File: src/rtl/dpz_pkg.sv
// Operation
// - CKE low with NOP enters power-down
// - Accept CKE low during activate/precharge/refresh
// - Bank state picks precharge or active mode
// - Entry disables buffers except clock, ODT, CKE, reset
// - Receivers off after tCPDED of NOP
// - A12 and banks choose fast or slow exit
// - DLL off only in slow-exit precharge mode
// - Reset low ends power-down into reset
// - CKE high with NOP exits; tXP/tXPDLL
// - First long calibration tZQinit, later tZQoper
// - Long calibration runs engine, then loads values
// - Short calibration completes within tZQCS
package dpz_pkg;

  localparam int CNT_W = 16;

  typedef enum logic [2:0] {
    DPZ_CMD_NOP,
    DPZ_CMD_ACT,
    DPZ_CMD_PRE,
    DPZ_CMD_REF,
    DPZ_CMD_RD,
    DPZ_CMD_MRS,
    DPZ_CMD_ZQCL,
    DPZ_CMD_ZQCS
  } dpz_cmd_t;

  typedef struct packed {
    logic [CNT_W-1:0] t_xp;
    logic [CNT_W-1:0] t_xpdll;
    logic [CNT_W-1:0] t_cpded;
    logic [CNT_W-1:0] t_rfc;
    logic [CNT_W-1:0] t_zqinit;
    logic [CNT_W-1:0] t_zqoper;
    logic [CNT_W-1:0] t_zqcs;
  } dpz_timing_t;

  typedef struct packed {
    logic     cke;
    dpz_cmd_t cmd;
  } dpz_cmdbus_t;

  localparam logic [CNT_W-1:0] CNT_RST      = 16'h0000;
  localparam logic [3:0]       INIT_DLY_RST = 4'h0;

endpackage : dpz_pkg

File: src/rtl/dpz_cnt.sv
`timescale 1ns/100ps
module dpz_cnt
  import dpz_pkg::*;
(
  input  wire logic             sys_clk,
  input  wire logic             reset_n,
  input  wire logic             load,
  input  wire logic [CNT_W-1:0] value,
  output logic                  busy
);
  logic [CNT_W-1:0] cnt_r;

  // Countdown; load restarts, busy while nonzero
  always_ff @(posedge sys_clk or negedge reset_n) begin
    if (!reset_n) begin
      cnt_r <= CNT_RST;
    end else if (load) begin
      cnt_r <= value;
    end else if (cnt_r != CNT_RST) begin
      cnt_r <= cnt_r - 16'h0001;
    end
  end

  assign busy = (cnt_r != CNT_RST);
endmodule : dpz_cnt

File: src/rtl/dpz_zq.sv
`timescale 1ns/100ps
module dpz_zq
  import dpz_pkg::*;
(
  input  wire logic        sys_clk,
  input  wire logic        reset_n,
  input  wire logic        start_long,
  input  wire logic        start_short,
  input  wire dpz_timing_t tim,
  output logic             busy,
  output logic             done
);
  logic             first_r;
  logic [CNT_W-1:0] cnt_r;
  logic             busy_r;

  // First long calibration after reset gets the longer window
  always_ff @(posedge sys_clk or negedge reset_n) begin
    if (!reset_n) begin
      first_r <= 1'b1;
    end else if (start_long && !busy_r) begin
      first_r <= 1'b0;
    end
  end

  // Engine runs; on the last cycle values move to the I/O
  always_ff @(posedge sys_clk or negedge reset_n) begin
    if (!reset_n) begin
      cnt_r  <= CNT_RST;
      busy_r <= 1'b0;
      done   <= 1'b0;
    end else begin
      done <= 1'b0;
      if (!busy_r && start_long) begin
        cnt_r  <= first_r ? tim.t_zqinit : tim.t_zqoper;
        busy_r <= 1'b1;
      end else if (!busy_r && start_short) begin
        cnt_r  <= tim.t_zqcs;
        busy_r <= 1'b1;
      end else if (busy_r) begin
        if (cnt_r <= 16'h0001) begin
          busy_r <= 1'b0;
          done   <= 1'b1;
        end else begin
          cnt_r <= cnt_r - 16'h0001;
        end
      end
    end
  end

  assign busy = busy_r;
endmodule : dpz_zq

File: src/rtl/dpz_pd_ctrl.sv
`timescale 1ns/100ps
module dpz_pd_ctrl
  import dpz_pkg::*;
(
  input  wire logic        sys_clk,
  input  wire logic        reset_n,
  input  wire logic        cke_pin,
  input  wire logic [2:0]  cmd_pin,
  input  wire logic        any_bank_open,
  input  wire logic        bank_op_busy,
  input  wire logic        mr0_a12,
  input  wire logic        dll_locked,
  input  wire dpz_timing_t tim,
  output logic             pd_active_r,
  output logic             pd_precharge_r,
  output logic             pd_pending_r,
  output logic             buffers_on_r,
  output logic             cmd_rcv_on_r,
  output logic             dll_on_r,
  output logic             dll_reset_req_r,
  output logic             xp_busy_r,
  output logic             xpdll_busy_r,
  output logic             zq_busy_r,
  output logic             zq_done_r
);
  typedef enum logic [1:0] {
    DPZ_ST_RUN,
    DPZ_ST_ENTER,
    DPZ_ST_PD
  } dpz_state_t;

  dpz_state_t  state_r;
  dpz_cmdbus_t s1_r;
  dpz_cmdbus_t s2_r;
  logic        cke_d_r;
  logic        dll_was_locked_r;
  logic        exit_ev;
  logic        enter_ev;
  logic        cpded_busy;
  logic        xp_busy;
  logic        xpdll_busy;
  logic        zq_busy;
  logic        zq_done;
  logic        slow_mode;
  logic        rfc_busy;
  logic        op_busy;

  function automatic logic is_nop(input dpz_cmd_t c);
    is_nop = (c == DPZ_CMD_NOP);
  endfunction : is_nop

  // Pins cross into sys_clk before any decode
  always_ff @(posedge sys_clk or negedge reset_n) begin
    if (!reset_n) begin
      s1_r    <= '0;
      s2_r    <= '0;
      cke_d_r <= 1'b0;
    end else begin
      s1_r    <= {cke_pin, dpz_cmd_t'(cmd_pin)};
      s2_r    <= s1_r;
      cke_d_r <= s2_r.cke;
    end
  end

  // Entry needs falling CKE with NOP; exit rising CKE with NOP
  assign enter_ev = (state_r == DPZ_ST_RUN) && cke_d_r && !s2_r.cke
                    && is_nop(s2_r.cmd);
  assign exit_ev  = (state_r != DPZ_ST_RUN) && !cke_d_r && s2_r.cke
                    && is_nop(s2_r.cmd);
  assign slow_mode = !any_bank_open && !mr0_a12;

  dpz_cnt u_cpded (
    .sys_clk (sys_clk),
    .reset_n (reset_n),
    .load    (enter_ev),
    .value   (tim.t_cpded),
    .busy    (cpded_busy)
  );

  dpz_cnt u_xp (
    .sys_clk (sys_clk),
    .reset_n (reset_n),
    .load    (exit_ev),
    .value   (tim.t_xp),
    .busy    (xp_busy)
  );

  // Slow exit or DLL reach window; entry does not wait for it
  dpz_cnt u_xpdll (
    .sys_clk (sys_clk),
    .reset_n (reset_n),
    .load    (exit_ev),
    .value   (tim.t_xpdll),
    .busy    (xpdll_busy)
  );

  // Own refresh keeps power-down pending until tRFC ends
  dpz_cnt u_rfc (
    .sys_clk (sys_clk),
    .reset_n (reset_n),
    .load    (state_r == DPZ_ST_RUN && s2_r.cke
              && s2_r.cmd == DPZ_CMD_REF),
    .value   (tim.t_rfc),
    .busy    (rfc_busy)
  );

  assign op_busy = bank_op_busy || rfc_busy;

  dpz_zq u_zq (
    .sys_clk     (sys_clk),
    .reset_n     (reset_n),
    .start_long  (state_r == DPZ_ST_RUN && s2_r.cke
                  && s2_r.cmd == DPZ_CMD_ZQCL),
    .start_short (state_r == DPZ_ST_RUN && s2_r.cke
                  && s2_r.cmd == DPZ_CMD_ZQCS),
    .tim         (tim),
    .busy        (zq_busy),
    .done        (zq_done)
  );

  // Reset low leaves power-down at once
  always_ff @(posedge sys_clk or negedge reset_n) begin
    if (!reset_n) begin
      state_r <= DPZ_ST_RUN;
    end else begin
      case (state_r)
        DPZ_ST_RUN: begin
          if (enter_ev) begin
            state_r <= DPZ_ST_ENTER;
          end
        end
        DPZ_ST_ENTER: begin
          if (exit_ev) begin
            state_r <= DPZ_ST_RUN;
          end else if (!op_busy && !cpded_busy) begin
            state_r <= DPZ_ST_PD;
          end
        end
        DPZ_ST_PD: begin
          if (exit_ev) begin
            state_r <= DPZ_ST_RUN;
          end
        end
        default: begin
          state_r <= DPZ_ST_RUN;
        end
      endcase
    end
  end

  // Mode decided once in-progress work has finished
  always_ff @(posedge sys_clk or negedge reset_n) begin
    if (!reset_n) begin
      pd_active_r    <= 1'b0;
      pd_precharge_r <= 1'b0;
      pd_pending_r   <= 1'b0;
    end else begin
      pd_pending_r <= (state_r == DPZ_ST_RUN) ? enter_ev
                      : (state_r == DPZ_ST_ENTER) && !exit_ev
                        && (op_busy || cpded_busy);
      if (exit_ev || state_r == DPZ_ST_RUN) begin
        pd_active_r    <= 1'b0;
        pd_precharge_r <= 1'b0;
      end else if (state_r == DPZ_ST_ENTER && !op_busy
                   && !cpded_busy) begin
        pd_active_r    <= any_bank_open;
        pd_precharge_r <= !any_bank_open;
      end
    end
  end

  // Buffers drop on entry; receivers after tCPDED
  always_ff @(posedge sys_clk or negedge reset_n) begin
    if (!reset_n) begin
      buffers_on_r <= 1'b1;
      cmd_rcv_on_r <= 1'b1;
    end else begin
      if (enter_ev) begin
        buffers_on_r <= 1'b0;
      end else if (exit_ev) begin
        buffers_on_r <= 1'b1;
      end
      if (exit_ev) begin
        cmd_rcv_on_r <= 1'b1;
      end else if (state_r != DPZ_ST_RUN && !enter_ev && !cpded_busy) begin
        cmd_rcv_on_r <= 1'b0;
      end
    end
  end

  // DLL off only for slow-exit precharge power-down
  always_ff @(posedge sys_clk or negedge reset_n) begin
    if (!reset_n) begin
      dll_on_r         <= 1'b1;
      dll_was_locked_r <= 1'b0;
      dll_reset_req_r  <= 1'b0;
    end else begin
      if (enter_ev) begin
        dll_was_locked_r <= dll_locked;
      end
      if (state_r == DPZ_ST_ENTER && !op_busy && !cpded_busy
          && !exit_ev) begin
        dll_on_r <= !slow_mode;
      end else if (exit_ev) begin
        dll_on_r <= 1'b1;
      end
      // Flag for the far side to reset the DLL
      if (exit_ev && !dll_was_locked_r) begin
        dll_reset_req_r <= 1'b1;
      end else if (s2_r.cke && s2_r.cmd == DPZ_CMD_MRS) begin
        dll_reset_req_r <= 1'b0;
      end
    end
  end

  // Exit latency windows; DLL window only matters when slow
  always_ff @(posedge sys_clk or negedge reset_n) begin
    if (!reset_n) begin
      xp_busy_r    <= 1'b0;
      xpdll_busy_r <= 1'b0;
      zq_busy_r    <= 1'b0;
      zq_done_r    <= 1'b0;
    end else begin
      xp_busy_r    <= xp_busy || exit_ev;
      xpdll_busy_r <= xpdll_busy || exit_ev;
      zq_busy_r    <= zq_busy;
      zq_done_r    <= zq_done;
    end
  end

endmodule : dpz_pd_ctrl

File: config.mk
export PLATFORM = sky130hd
export DESIGN_NAME = dpz_pd_ctrl
export DESIGN_NICKNAME = d
export VERILOG_FILES = /design/src/rtl/dpz_pkg.sv /design/src/rtl/dpz_cnt.sv /design/src/rtl/dpz_zq.sv /design/src/rtl/dpz_pd_ctrl.sv
export SDC_FILE = /design/constraint.sdc
export NUM_CORES = 1
export LEC_CHECK = 0
export BUFFER_PORTS_ARGS = -buffer_cell sky130_fd_sc_hd__buf_2
export CORE_MARGIN = 4
export CORE_UTILIZATION = 50
export DETAILED_ROUTE_END_ITERATION = 7
export GPL_TIMING_DRIVEN = 0
export PLACE_DENSITY_LB_ADDON = 0.12
export SLEW_MARGIN = 10
export SYNTH_ARGS = -nofsm -noshare
export SYNTH_HDL_FRONTEND = slang
export SYNTH_SLANG_ARGS = --single-unit
File: constraint.sdc
create_clock -name sys_clk -period 2.1 [get_ports sys_clk]
set_input_delay 0.21 -clock sys_clk [delete_from_list [all_inputs] [get_ports sys_clk]]
set_output_delay 0.21 -clock sys_clk [all_outputs]
set_load 0.02 [all_outputs]
==> impl_results.md, run 1 <==
* Required time worst endpoint at 2.33 ns
* IR drop worst, VDD at 0.000669 V
* Top cells by count, synth: 102 x dfrtp_1, 76 x nand2_1, 64 x nor2_1
* Final Util at 0.665
* Most used DFF post-synth: dfrtp_1
* Post-DP HPWL at 11300 um
* I/O pins at 133
* Initial Util at 0.516
* WS Path Type: reg2reg
* Max-cap viol count at 0
* Post-synth top area share at 0.428
* Vias in the first global route at 5522
* Max_slew headroom at 0.572
* Worst-Margin Slew at 0.643 ns
* Post-Layout Cell Count at 974
* Routability cong. at 0.885
* Post-synth EDFFs at 0
* Remaining DRCs at 0
* Final hold violations at 0
* CP Cell Sequence: or4_4 > or4_4 > o211ai_4 > nor3_2 > or3_1
* Worst setup EP type: flip-flop
* RSZ-0062 raised after global routing: yes
* Net Count, Synth at 789
* Post-synth top area cell: dfrtp_1
* Leak Pwr at 3.19 nW
* Clk slew on worst S/H paths at 0.08 ns
* Number of antenna diodes at 0
* Status: complete, but fails checks
* Top-count cell post-synth: dfrtp_1
* Top Family by Delay on Critical Path: simple AND/OR/NAND/NOR gates
* Synthesized area per cell at 9.07 sq um
* Area Growth Syn to Fin at 28.9%
* Post-placement cell count at 933
* Tot Pwr at 8.47 mW
* Total number of vias at 5692
* Pwr dens at 1100 mW/mm^2
* YS warnings at 0
* Clock Skew at 0.00950 ns
* Overflow after GRT at 0
* FMAX at 0.446 GHz
* First-pass GRT wire length at 26100 um
* Largest cells by area after synthesis: dfrtp_1 43%, nand2_1 4.8%, o21ai_0 4.0%, nor2_1 4.0%, mux2i_1 3.7%
* PortBufs at 132
* Crit start category: flip-flop
* Seq/Total Area, Yosys at 0.446
* First drt pass iteration count at 5
* Filler cells at 966
* Final min period at 2.24 ns
* Core Region at 0.0116 sq mm
* Ys async rst share at 1.00
* Clk_lat worst skew at 0.36 ns
* Pins over their slew limit at 0
* Largest net degree at the start of global routing at 85
* H-tree levels at 3
* Synth cell types at 63
* CP max-delay cell: or4_4
* Post-Synthesis Cells at 657
* TritonCTS Buffers at 9
* CTS tree: done
* Via density at 5.84
* Synthesized area at 0.00596 sq mm
* Die Width at 117 um
* WHS at 0.0525 ns
* NumNets Final at 958
* Failing checks: negative setup slack
* Buf+Inv Stages, Crit Path at 0
* Post-DR wirelength/cell at 16.8 um
* Fin worst setup slack at -0.144 ns
* Antenna violations before repair at 0
* CTS root buffer: clkbuf_16
* CTS max path bufs at 2
* Part of the cycle the worst path needs at 1.07
* GRT Total Usage at 0.240
* Site Rows at 39
* DIE AREA at 0.0137 sq mm
* Iteration-0 DRC Markers at 299
* Antenna-violating nets left at 0
* WP data arrival at 2.47 ns
* Crit-path max cell delay at 0.54 ns
* Most common cell on crit path: or4_4
* Die Ht at 117 um
* Register bit total from synthesis at 106
* Crit-path max FO at 7
* Share of layout cells above drive strength 1 at 0.294
* Final Routed Wirelength at 16400 um
* Sink Count at 106
* Final setup fails at 16
* HP Class: in2reg
## final timing paths
kind / to / start / slack (ns) / cells after the start
max reg2reg: u_zq.cnt_r[12] / u_zq.cnt_r[8] / -0.14 / 5
min in group asynchronous: u_rfc.cnt_r[1] / reset_n / 0.27 / 2
max: u_zq.cnt_r[12] / u_zq.cnt_r[8] / -0.14 / 5
min reg2reg: s2_r[2] / s1_r[2] / 0.36 / 0
min: u_cpded.cnt_r[8] / tim[72] / 0.05 / 3
max in group asynchronous: buffers_on_r / reset_n / 1.13 / 3
## cell usage in the layout (no fill, tap or decap), types with 5 or more instances in the layout
cell type        n
ha_1             9
nand2b_1         7
nand3b_1         5
or4_4            7
clkbuf_2         6
o21ai_0         47
nand4_1         15
o211ai_1        10
nor2b_1          5
nor2_1          62
inv_1           12
nor3_1          18
nand3_1         19
dlygate4sd3_1    5
nor4_4           7
mux2i_1         22
xnor2_1         18
clkbuf_16        9
xor2_1          13
buf_2          134
a31oi_1         19
nand2_1         76
buf_6            5
or3_1           10
o31ai_1          7
buf_4           23
nor4_1          12
a21oi_1         30
clkbuf_1        13
nand4b_1         7
dfrtp_1         98
and2_1           5
or4_1            5
o21a_1           6
## state kept, by name (all words and copies together) (netlist names), 2 cells and up
signal and cells:
u_xp.cnt_r 16, s2_r 4, s1_r 4, state_r 2
u_zq.cnt_r 16, u_cpded.cnt_r 16, u_xpdll.cnt_r 16, u_rfc.cnt_r 16
## final cells by class
type | instances | area, sq um | area share
timing repair buffer | 164 | 951 | 0.124
multi-input combinational | 506 | 3380 | 0.439
sequential | 106 | 2660 | 0.346
clock inverter | 5 | 85.1 | 0.0111
tap | 143 | 179 | 0.0233
inverter | 14 | 52.6 | 0.00684
buffer | 25 | 126 | 0.0164
clock buffer | 11 | 253 | 0.0329
## power breakdown
part           leakage (nW)  total (mW)  internal [mW]  switching, mW
clock network         0.162        1.91           1.12          0.788
registers              1.23        3.76           2.81          0.946
logic                  1.80        2.80           1.36           1.44
total                  3.19        8.47           5.29           3.18
## layer usage
layer / part of all wire / GRT usage / up-vias / routed length (um)
li1: - / - / 2749 / -
met1: 0.44 / 0.312 / 2768 / 7170
met2: 0.50 / 0.403 / 154 / 8140
met3: 0.048 / 0.0494 / 21 / 786
met4: 0.016 / 0.0757 / 0 / 265
met5: 0 / 0 / - / 0
## per-stage QoR
step / setup WS [ns] / TNS (ns) / instance area [sq um]
floorplan: -0.175 / -0.547 / 5970
global placement: -0.401 / -46.42 / 6810
detailed placement: -0.532 / -10.47 / 6840
CTS: -0.133 / -0.968 / 7460
global route: -0.189 / -2.34 / 7690
finish: -0.144 / -1.27 / 7690
## worst min-delay path: stages
cell and delay [ns]:
buf_2 0.07, nand2_1 0.03, o21ai_0 0.06
## timing repair
item / in CTS / in global routing
resized for setup: 34 / 39
gates cloned: 0 / 1
setup buffers: 13 / 12
hold buffers: 5 / 0
pin swaps: 9 / 11
setup endpoints to repair: 73 / 68
hold endpoints to repair: 26 / 0
## cells by family (layout without fill, tap and decap cells)
kind of cell | Yosys count | count (layout) | share of synthesized area
AND/OR/NAND/NOR | 295 | 295 | 0.260
AO/OA/AOI/OAI | 145 | 145 | 0.153
flip-flops | 106 | 106 | 0.446
buffers and inverters | 45 | 219 | 0.0323
XOR/XNOR | 31 | 31 | 0.0455
multiplexers | 25 | 25 | 0.0426
adder cells (fa/ha/maj) | 10 | 10 | 0.0210
No activity file was read; power rests on OpenSTA's default activity.
==> inputs of run 2 (changes only) <==
--- a/config.mk
+++ b/config.mk
@@ -12,3 +12,3 @@
 export GPL_TIMING_DRIVEN = 0
-export PLACE_DENSITY_LB_ADDON = 0.12
+export PLACE_DENSITY = 0.77
 export SLEW_MARGIN = 10
--- a/constraint.sdc
+++ b/constraint.sdc
@@ -3,2 +3,2 @@
 set_output_delay 0.21 -clock sys_clk [all_outputs]
-set_load 0.02 [all_outputs]
+set_load 0.1 [all_outputs]
==> run 2 against run 1 <==
Compared with the run above:
- the run still ends with negative setup slack left
- die area unchanged
- flip-flop and latch count unchanged
- register-to-register slack worse by 0.05 ns
- non-clock buffer count up 1
- core utilization down 0.51 points
- design area down 0.77%
- via count up 1.6%
- hold slack better by 0.0098 ns
- total power up 0.63%
- largest cell class unchanged
==> impl_results.md, run 2 (same netlist as run 1, synthesis figures left out) <==
* Part of the cycle the worst path needs at 1.09 (+0.0235)
* Largest net degree at the start of global routing at 87 (+2.4%)
* Crit start category: flip-flop
* Crit-path max cell delay at 0.58 ns (+0.04 ns)
* I/O pins at 133 (unchanged)
* First drt pass iteration count at 5 (unchanged)
* Post-placement cell count at 933 (unchanged)
* Final hold violations at 0 (unchanged)
* Remaining DRCs at 0 (unchanged)
* NumNets Final at 959 (+0.10%)
* WHS at 0.0622 ns (+0.00977 ns)
* Max Used Layer: met4
* Final setup fails at 16 (unchanged)
* WS Path Type: reg2reg
* Antenna violations before repair at 0 (unchanged)
* Fin worst setup slack at -0.193 ns (-0.0493 ns)
* Post-Layout Cell Count at 975 (+0.10%)
* Clk_lat worst skew at 0.35 ns (about the same)
* Met1 Wirelength at 6570 um (-8.4%)
* Core Region at 0.0116 sq mm (unchanged)
* Leak Pwr at 3.19 nW (about the same)
* Worst setup EP type: flip-flop
* First-pass GRT wire length at 25300 um (-2.8%)
* CTS root buffer: clkbuf_16
* Multi-input logic area at 0.00331 sq mm (-1.9%)
* CP Cell Sequence: or4_4 > or4_4 > o211ai_4 > nor3_1 > or3_1
* Die Width at 117 um (unchanged)
* CTS tree: done
* IR drop worst, VDD at 0.000723 V (+8.0%)
* CTS max path bufs at 2 (unchanged)
* Sink Count at 106 (unchanged)
* Pins over their slew limit at 0 (unchanged)
* Commonest non-fill, non-tap cells in the layout: 132 x buf_2, 102 x dfrtp_1, 75 x nand2_1
* DIE AREA at 0.0137 sq mm (unchanged)
* Antenna-violating nets left at 0 (unchanged)
* Via density at 5.93 (+1.5%)
* PortBufs at 132 (unchanged)
* Iteration-0 DRC Markers at 521 (+74%)
* TritonCTS Buffers at 9 (unchanged)
* Share of layout cells above drive strength 1 at 0.280 (-0.0136)
* FF+latch area at 0.00266 sq mm (-0.19%)
* Design area at 0.00763 sq mm (-0.77%)
* Failing checks: negative setup slack
* Routed length on met3 at 961 um (+22%)
* Routability cong. at 0.888 (+0.37%)
* Pwr dens at 1120 mW/mm^2 (+1.4%)
* Max-cap viol count at 0 (unchanged)
* Cell Area, Placed at 0.00684 sq mm (unchanged)
* Commonest non-fill, non-tap cell in the layout: buf_2
* GRT Total Usage at 0.233 (-0.00716)
* HP Class: in2reg
* Tot Pwr at 8.52 mW (+0.63%)
* Number of antenna diodes at 0 (unchanged)
* RSZ-0062 raised after global routing: yes
* Overflow after GRT at 0 (unchanged)
* Initial Util at 0.516 (unchanged)
* Clock Skew at 0.0112 ns (+0.00171 ns)
* Filler cells at 932 (-3.5%)
* Post-DP HPWL at 11400 um (+0.64%)
* Final min period at 2.29 ns (+0.0493 ns)
* Most common cell on crit path: or4_4
* FMAX at 0.436 GHz (-2.2%)
* Area Growth Syn to Fin at 27.9%
* Post-DR wirelength/cell at 16.7 um (-0.57%)
* Vias in the first global route at 5496 (-0.47%)
* Met2 wire len at 8340 um (+2.5%)
* Status: complete, but fails checks
* Max_slew headroom at 0.606 (+0.0344)
* Total number of vias at 5784 (+1.6%)
* Final Routed Wirelength at 16300 um (-0.47%)
* CP max-delay cell: or4_4
* Worst-Margin Slew at 0.591 ns (-0.0516 ns)
* Clk slew on worst S/H paths at 0.08 ns (about the same)
* WP data arrival at 2.52 ns (+0.05 ns)
* Crit-path max FO at 7 (unchanged)
* Required time worst endpoint at 2.32 ns (about the same)
* Site Rows at 39 (unchanged)
* H-tree levels at 3 (unchanged)
* Die Ht at 117 um (unchanged)
-- run 2: changes by cell type in the layout (fill, tap and decap cells not counted), sizes merged --
cell | previous run | this run
buf | 163 | 162
clkinv | 1 | 2
inv | 15 | 16
-- run 2: final timing paths --
path / cells past startpoint / endpoint / slack, ns / start
max: 5 / u_zq.cnt_r[12] / -0.19 / u_zq.cnt_r[11]
min: 3 / u_rfc.cnt_r[11] / 0.06 / tim[59]
max reg2reg: 5 / u_zq.cnt_r[12] / -0.19 / u_zq.cnt_r[11]
min reg2reg: 0 / s2_r[0] / 0.35 / s1_r[0]
max in group asynchronous: 3 / u_zq.first_r / 1.13 / reset_n
min in group asynchronous: 2 / u_rfc.cnt_r[13] / 0.27 / reset_n
-- run 2: what timing repair did --
item,in CTS,in global routing
setup endpoints to repair,84,53
gates resized for setup,33,25
hold buffers,5,0
pin swaps,9,11
setup buffers,15,10
hold endpoints to repair,24,0
-- run 2: cell type report --
type,instances,share of cell area
clock buffers,9,0.0295
multi-input cells,506,0.434
flip-flops and latches,106,0.348
plain buffers,27,0.0194
repair buffers,163,0.125
clock inverters,7,0.0133
well taps,143,0.0235
inverters,14,0.00689
-- run 2: metal layers --
layer	vias up	global-route usage
met3	34	0.0447
met1	2788	0.290
met2	206	0.400
li1	2756	-
met4	0	0.0887
met5	-	0
-- run 2: critical path: cells and delay by family, from the launching register on --
| family | cells | cell delay, ns |
|---|---|---|
| AOI/OAI and AO/OA | 1 | 0.26 |
| DFF | 1 | 0.40 |
| and+or+nand+nor | 4 | 1.51 |
-- run 2: report_power, final --
part	switching, mW	internal (mW)
Sequential	0.933	2.81
Clock	0.796	1.06
Combinational	1.59	1.34
Total	3.32	5.20
-- run 2: per-stage QoR --
step	TNS, ns	setup slack [ns]	util
6_report	-1.94	-0.193	0.660
5_1_grt	-2.95	-0.239	0.660
4_1_cts	-1.59	-0.185	0.645
2_1_floorplan	-0.547	-0.175	-
3_5_place_dp	-11.14	-0.454	0.591
3_3_place_gp	-41.09	-0.383	0.588
==> inputs of run 3 (changes only) <==
TNS_END_PERCENT = 5   (was default)
==> run 3 against run 2 <==
Compared with the run above:
- the flow still finishes with violations (negative setup slack)
- sequential share of layout area up 0.54 points
- combinational power about the same
- clock power up 6%
- core utilization down 0.95 points
- maximum frequency up 1.1%
==> impl_results.md, run 3 (same netlist as run 1, synthesis figures left out) <==
* Status: complete, but fails checks
* Failing checks: negative setup slack
* TritonCTS Buffers at 9 (unchanged)
* Antenna violations before repair at 0 (unchanged)
* Number of antenna diodes at 0 (unchanged)
* Dpl ws at -0.424 ns (+0.0298 ns)
* Design area at 0.00752 sq mm (-1.4%)
* IR drop worst, VDD at 0.000598 V (-17%)
* Worst Setup SP: u_zq.cnt_r[10]
* H-tree levels at 3 (unchanged)
* Pwr dens at 1150 mW/mm^2 (+2.6%)
* WHS at 0.0568 ns (-0.00543 ns)
* R2R setup slack at -0.17 ns (+0.02 ns)
* Total number of vias at 5718 (-1.1%)
* Iteration-0 DRC Markers at 416 (-20%)
* Vias in the first global route at 5601 (+1.9%)
* WP data arrival at 2.50 ns (-0.02 ns)
* Leak Pwr at 3.11 nW (-2.5%)
* Max Used Layer: met4
* GRT Total Usage at 0.244 (+0.0109)
* Crit-path max FO at 8 (+1)
* Cell Area, Placed at 0.00684 sq mm (unchanged)
* Share of layout cells above drive strength 1 at 0.261 (-0.0194)
* Worst setup EP type: flip-flop
* First-pass GRT wire length at 26400 um (+4.2%)
* NumNets Final at 952 (-0.73%)
* Met2 wire len at 8580 um (+2.8%)
* Core Region at 0.0116 sq mm (unchanged)
* Required time worst endpoint at 2.33 ns (about the same)
* Tot Pwr at 8.61 mW (+1.1%)
* CTS max path bufs at 2 (unchanged)
* WS Path Type: reg2reg
* Most common cell on crit path: or4_4
* Max_slew headroom at 0.579 (-0.0268)
* Final Util at 0.650 (-0.00952)
* Cell depth of the worst flop-to-flop path at 5 (unchanged)
* Final hold violations at 0 (unchanged)
* Clk_lat worst skew at 0.35 ns (about the same)
* Part of the cycle the worst path needs at 1.08 (-0.0118)
* Die Ht at 117 um (unchanged)
* RR Startpoint: u_zq.cnt_r[10]
* Pins over their slew limit at 0 (unchanged)
* Post-Layout Cell Count at 968 (-0.72%)
* CP max-delay cell: or4_4
* Post-DR wirelength/cell at 17.1 um (+2.5%)
* Stages on worst setup path at 5 (unchanged)
* Initial Util at 0.516 (unchanged)
* Top Family by Delay on Critical Path: simple AND/OR/NAND/NOR gates
* Area Growth Syn to Fin at 26.1%
* Met1 Wirelength at 6610 um (+0.70%)
* FMAX at 0.441 GHz (+1.1%)
* Total negative slack at -1.52 ns (+0.421 ns)
* Overflow after GRT at 0 (unchanged)
* Routability cong. at 0.891 (+0.29%)
* Final setup fails at 17 (+1)
* Sink Count at 106 (unchanged)
* Remaining DRCs at 0 (unchanged)
* Worst-Margin Slew at 0.631 ns (+0.0402 ns)
* Final min period at 2.27 ns (-0.0248 ns)
* DIE AREA at 0.0137 sq mm (unchanged)
* Site Rows at 39 (unchanged)
* Fin worst setup slack at -0.168 ns (+0.0248 ns)
* RSZ-0062 raised after global routing: yes
* Buf+Inv Stages, Crit Path at 0 (unchanged)
* I/O pins at 133 (unchanged)
* Die Width at 117 um (unchanged)
* Largest net degree at the start of global routing at 84 (-3.4%)
* Final Routed Wirelength at 16600 um (+1.8%)
* Antenna-violating nets left at 0 (unchanged)
* CTS tree: done
* Max-cap viol count at 0 (unchanged)
* Clk slew on worst S/H paths at 0.07 ns (about the same)
* Clock Skew at 0.00696 ns (-0.00425 ns)
* CTS root buffer: clkbuf_16
* Via density at 5.91 (-0.43%)
* Commonest non-fill, non-tap cell in the layout: buf_2
* PortBufs at 132 (unchanged)
* HP Class: in2reg
* Crit-path max cell delay at 0.57 ns (about the same)
* Post-placement cell count at 933 (unchanged)
* Routed length on met3 at 952 um (-0.94%)
* Post-DP HPWL at 11600 um (+2.3%)
* Crit path to: u_zq.cnt_r[15]
* First drt pass iteration count at 5 (unchanged)
* CP Cell Sequence: or4_4 > or4_4 > o211ai_4 > nor2_1 > a311o_1
* Reg-to-Reg End: u_zq.cnt_r[15]
* Commonest non-fill, non-tap cells in the layout: 134 x buf_2, 100 x dfrtp_1, 75 x nand2_1
* Crit start category: flip-flop
run 3: area by class of cell:
cell class                 count  area (sq um)
sequential                   106          2660
timing repair buffer         153           865
tap                          143           179
multi-input combinational    506          3270
fill                         939          4050
inverter                      14          52.6
clock inverter                 5           103
clock buffer                  11           243
buffer                        30           146
run 3: how the worst min path moves through the flow:
| stage | cells past startpoint | to | from |
|---|---|---|---|
| 5_1_grt | 3 | u_rfc.cnt_r[3] | tim[51] |
| 2_1_floorplan | 0 | cke_d_r | reset_n |
| 3_5_place_dp | 1 | u_rfc.cnt_r[8] | reset_n |
| 3_3_place_gp | 1 | s1_r[0] | cmd_pin[0] |
| 6_report | 3 | u_cpded.cnt_r[9] | tim[73] |
| 4_1_cts | 3 | u_cpded.cnt_r[15] | tim[79] |
run 3: repair_timing:
action | in CTS | in global routing
setup buffers | 11 | 4
hold endpoints to repair | 27 | 0
pin swaps | 9 | 6
endpoints found under the setup margin | 78 | 80
hold buffers | 5 | 0
resized for setup | 23 | 22
run 3: worst min-delay path, delay by kind of cell:
family          cells  cell delay [ns]
buf+inv             1             0.07
compound gates      1             0.05
simple gates        1             0.04
run 3: per-layer routing:
metal,global-route usage,vias up
li1,-,2734
met1,0.302,2742
met2,0.415,205
met3,0.0566,37
met4,0.0894,0
met5,0,-
run 3: where the power goes:
group          switching [mW]  internal, mW  total, mW
Sequential              0.934          2.81       3.75
Combinational            1.60          1.31       2.91
Clock                   0.760          1.20       1.96
Total                    3.30          5.32       8.61
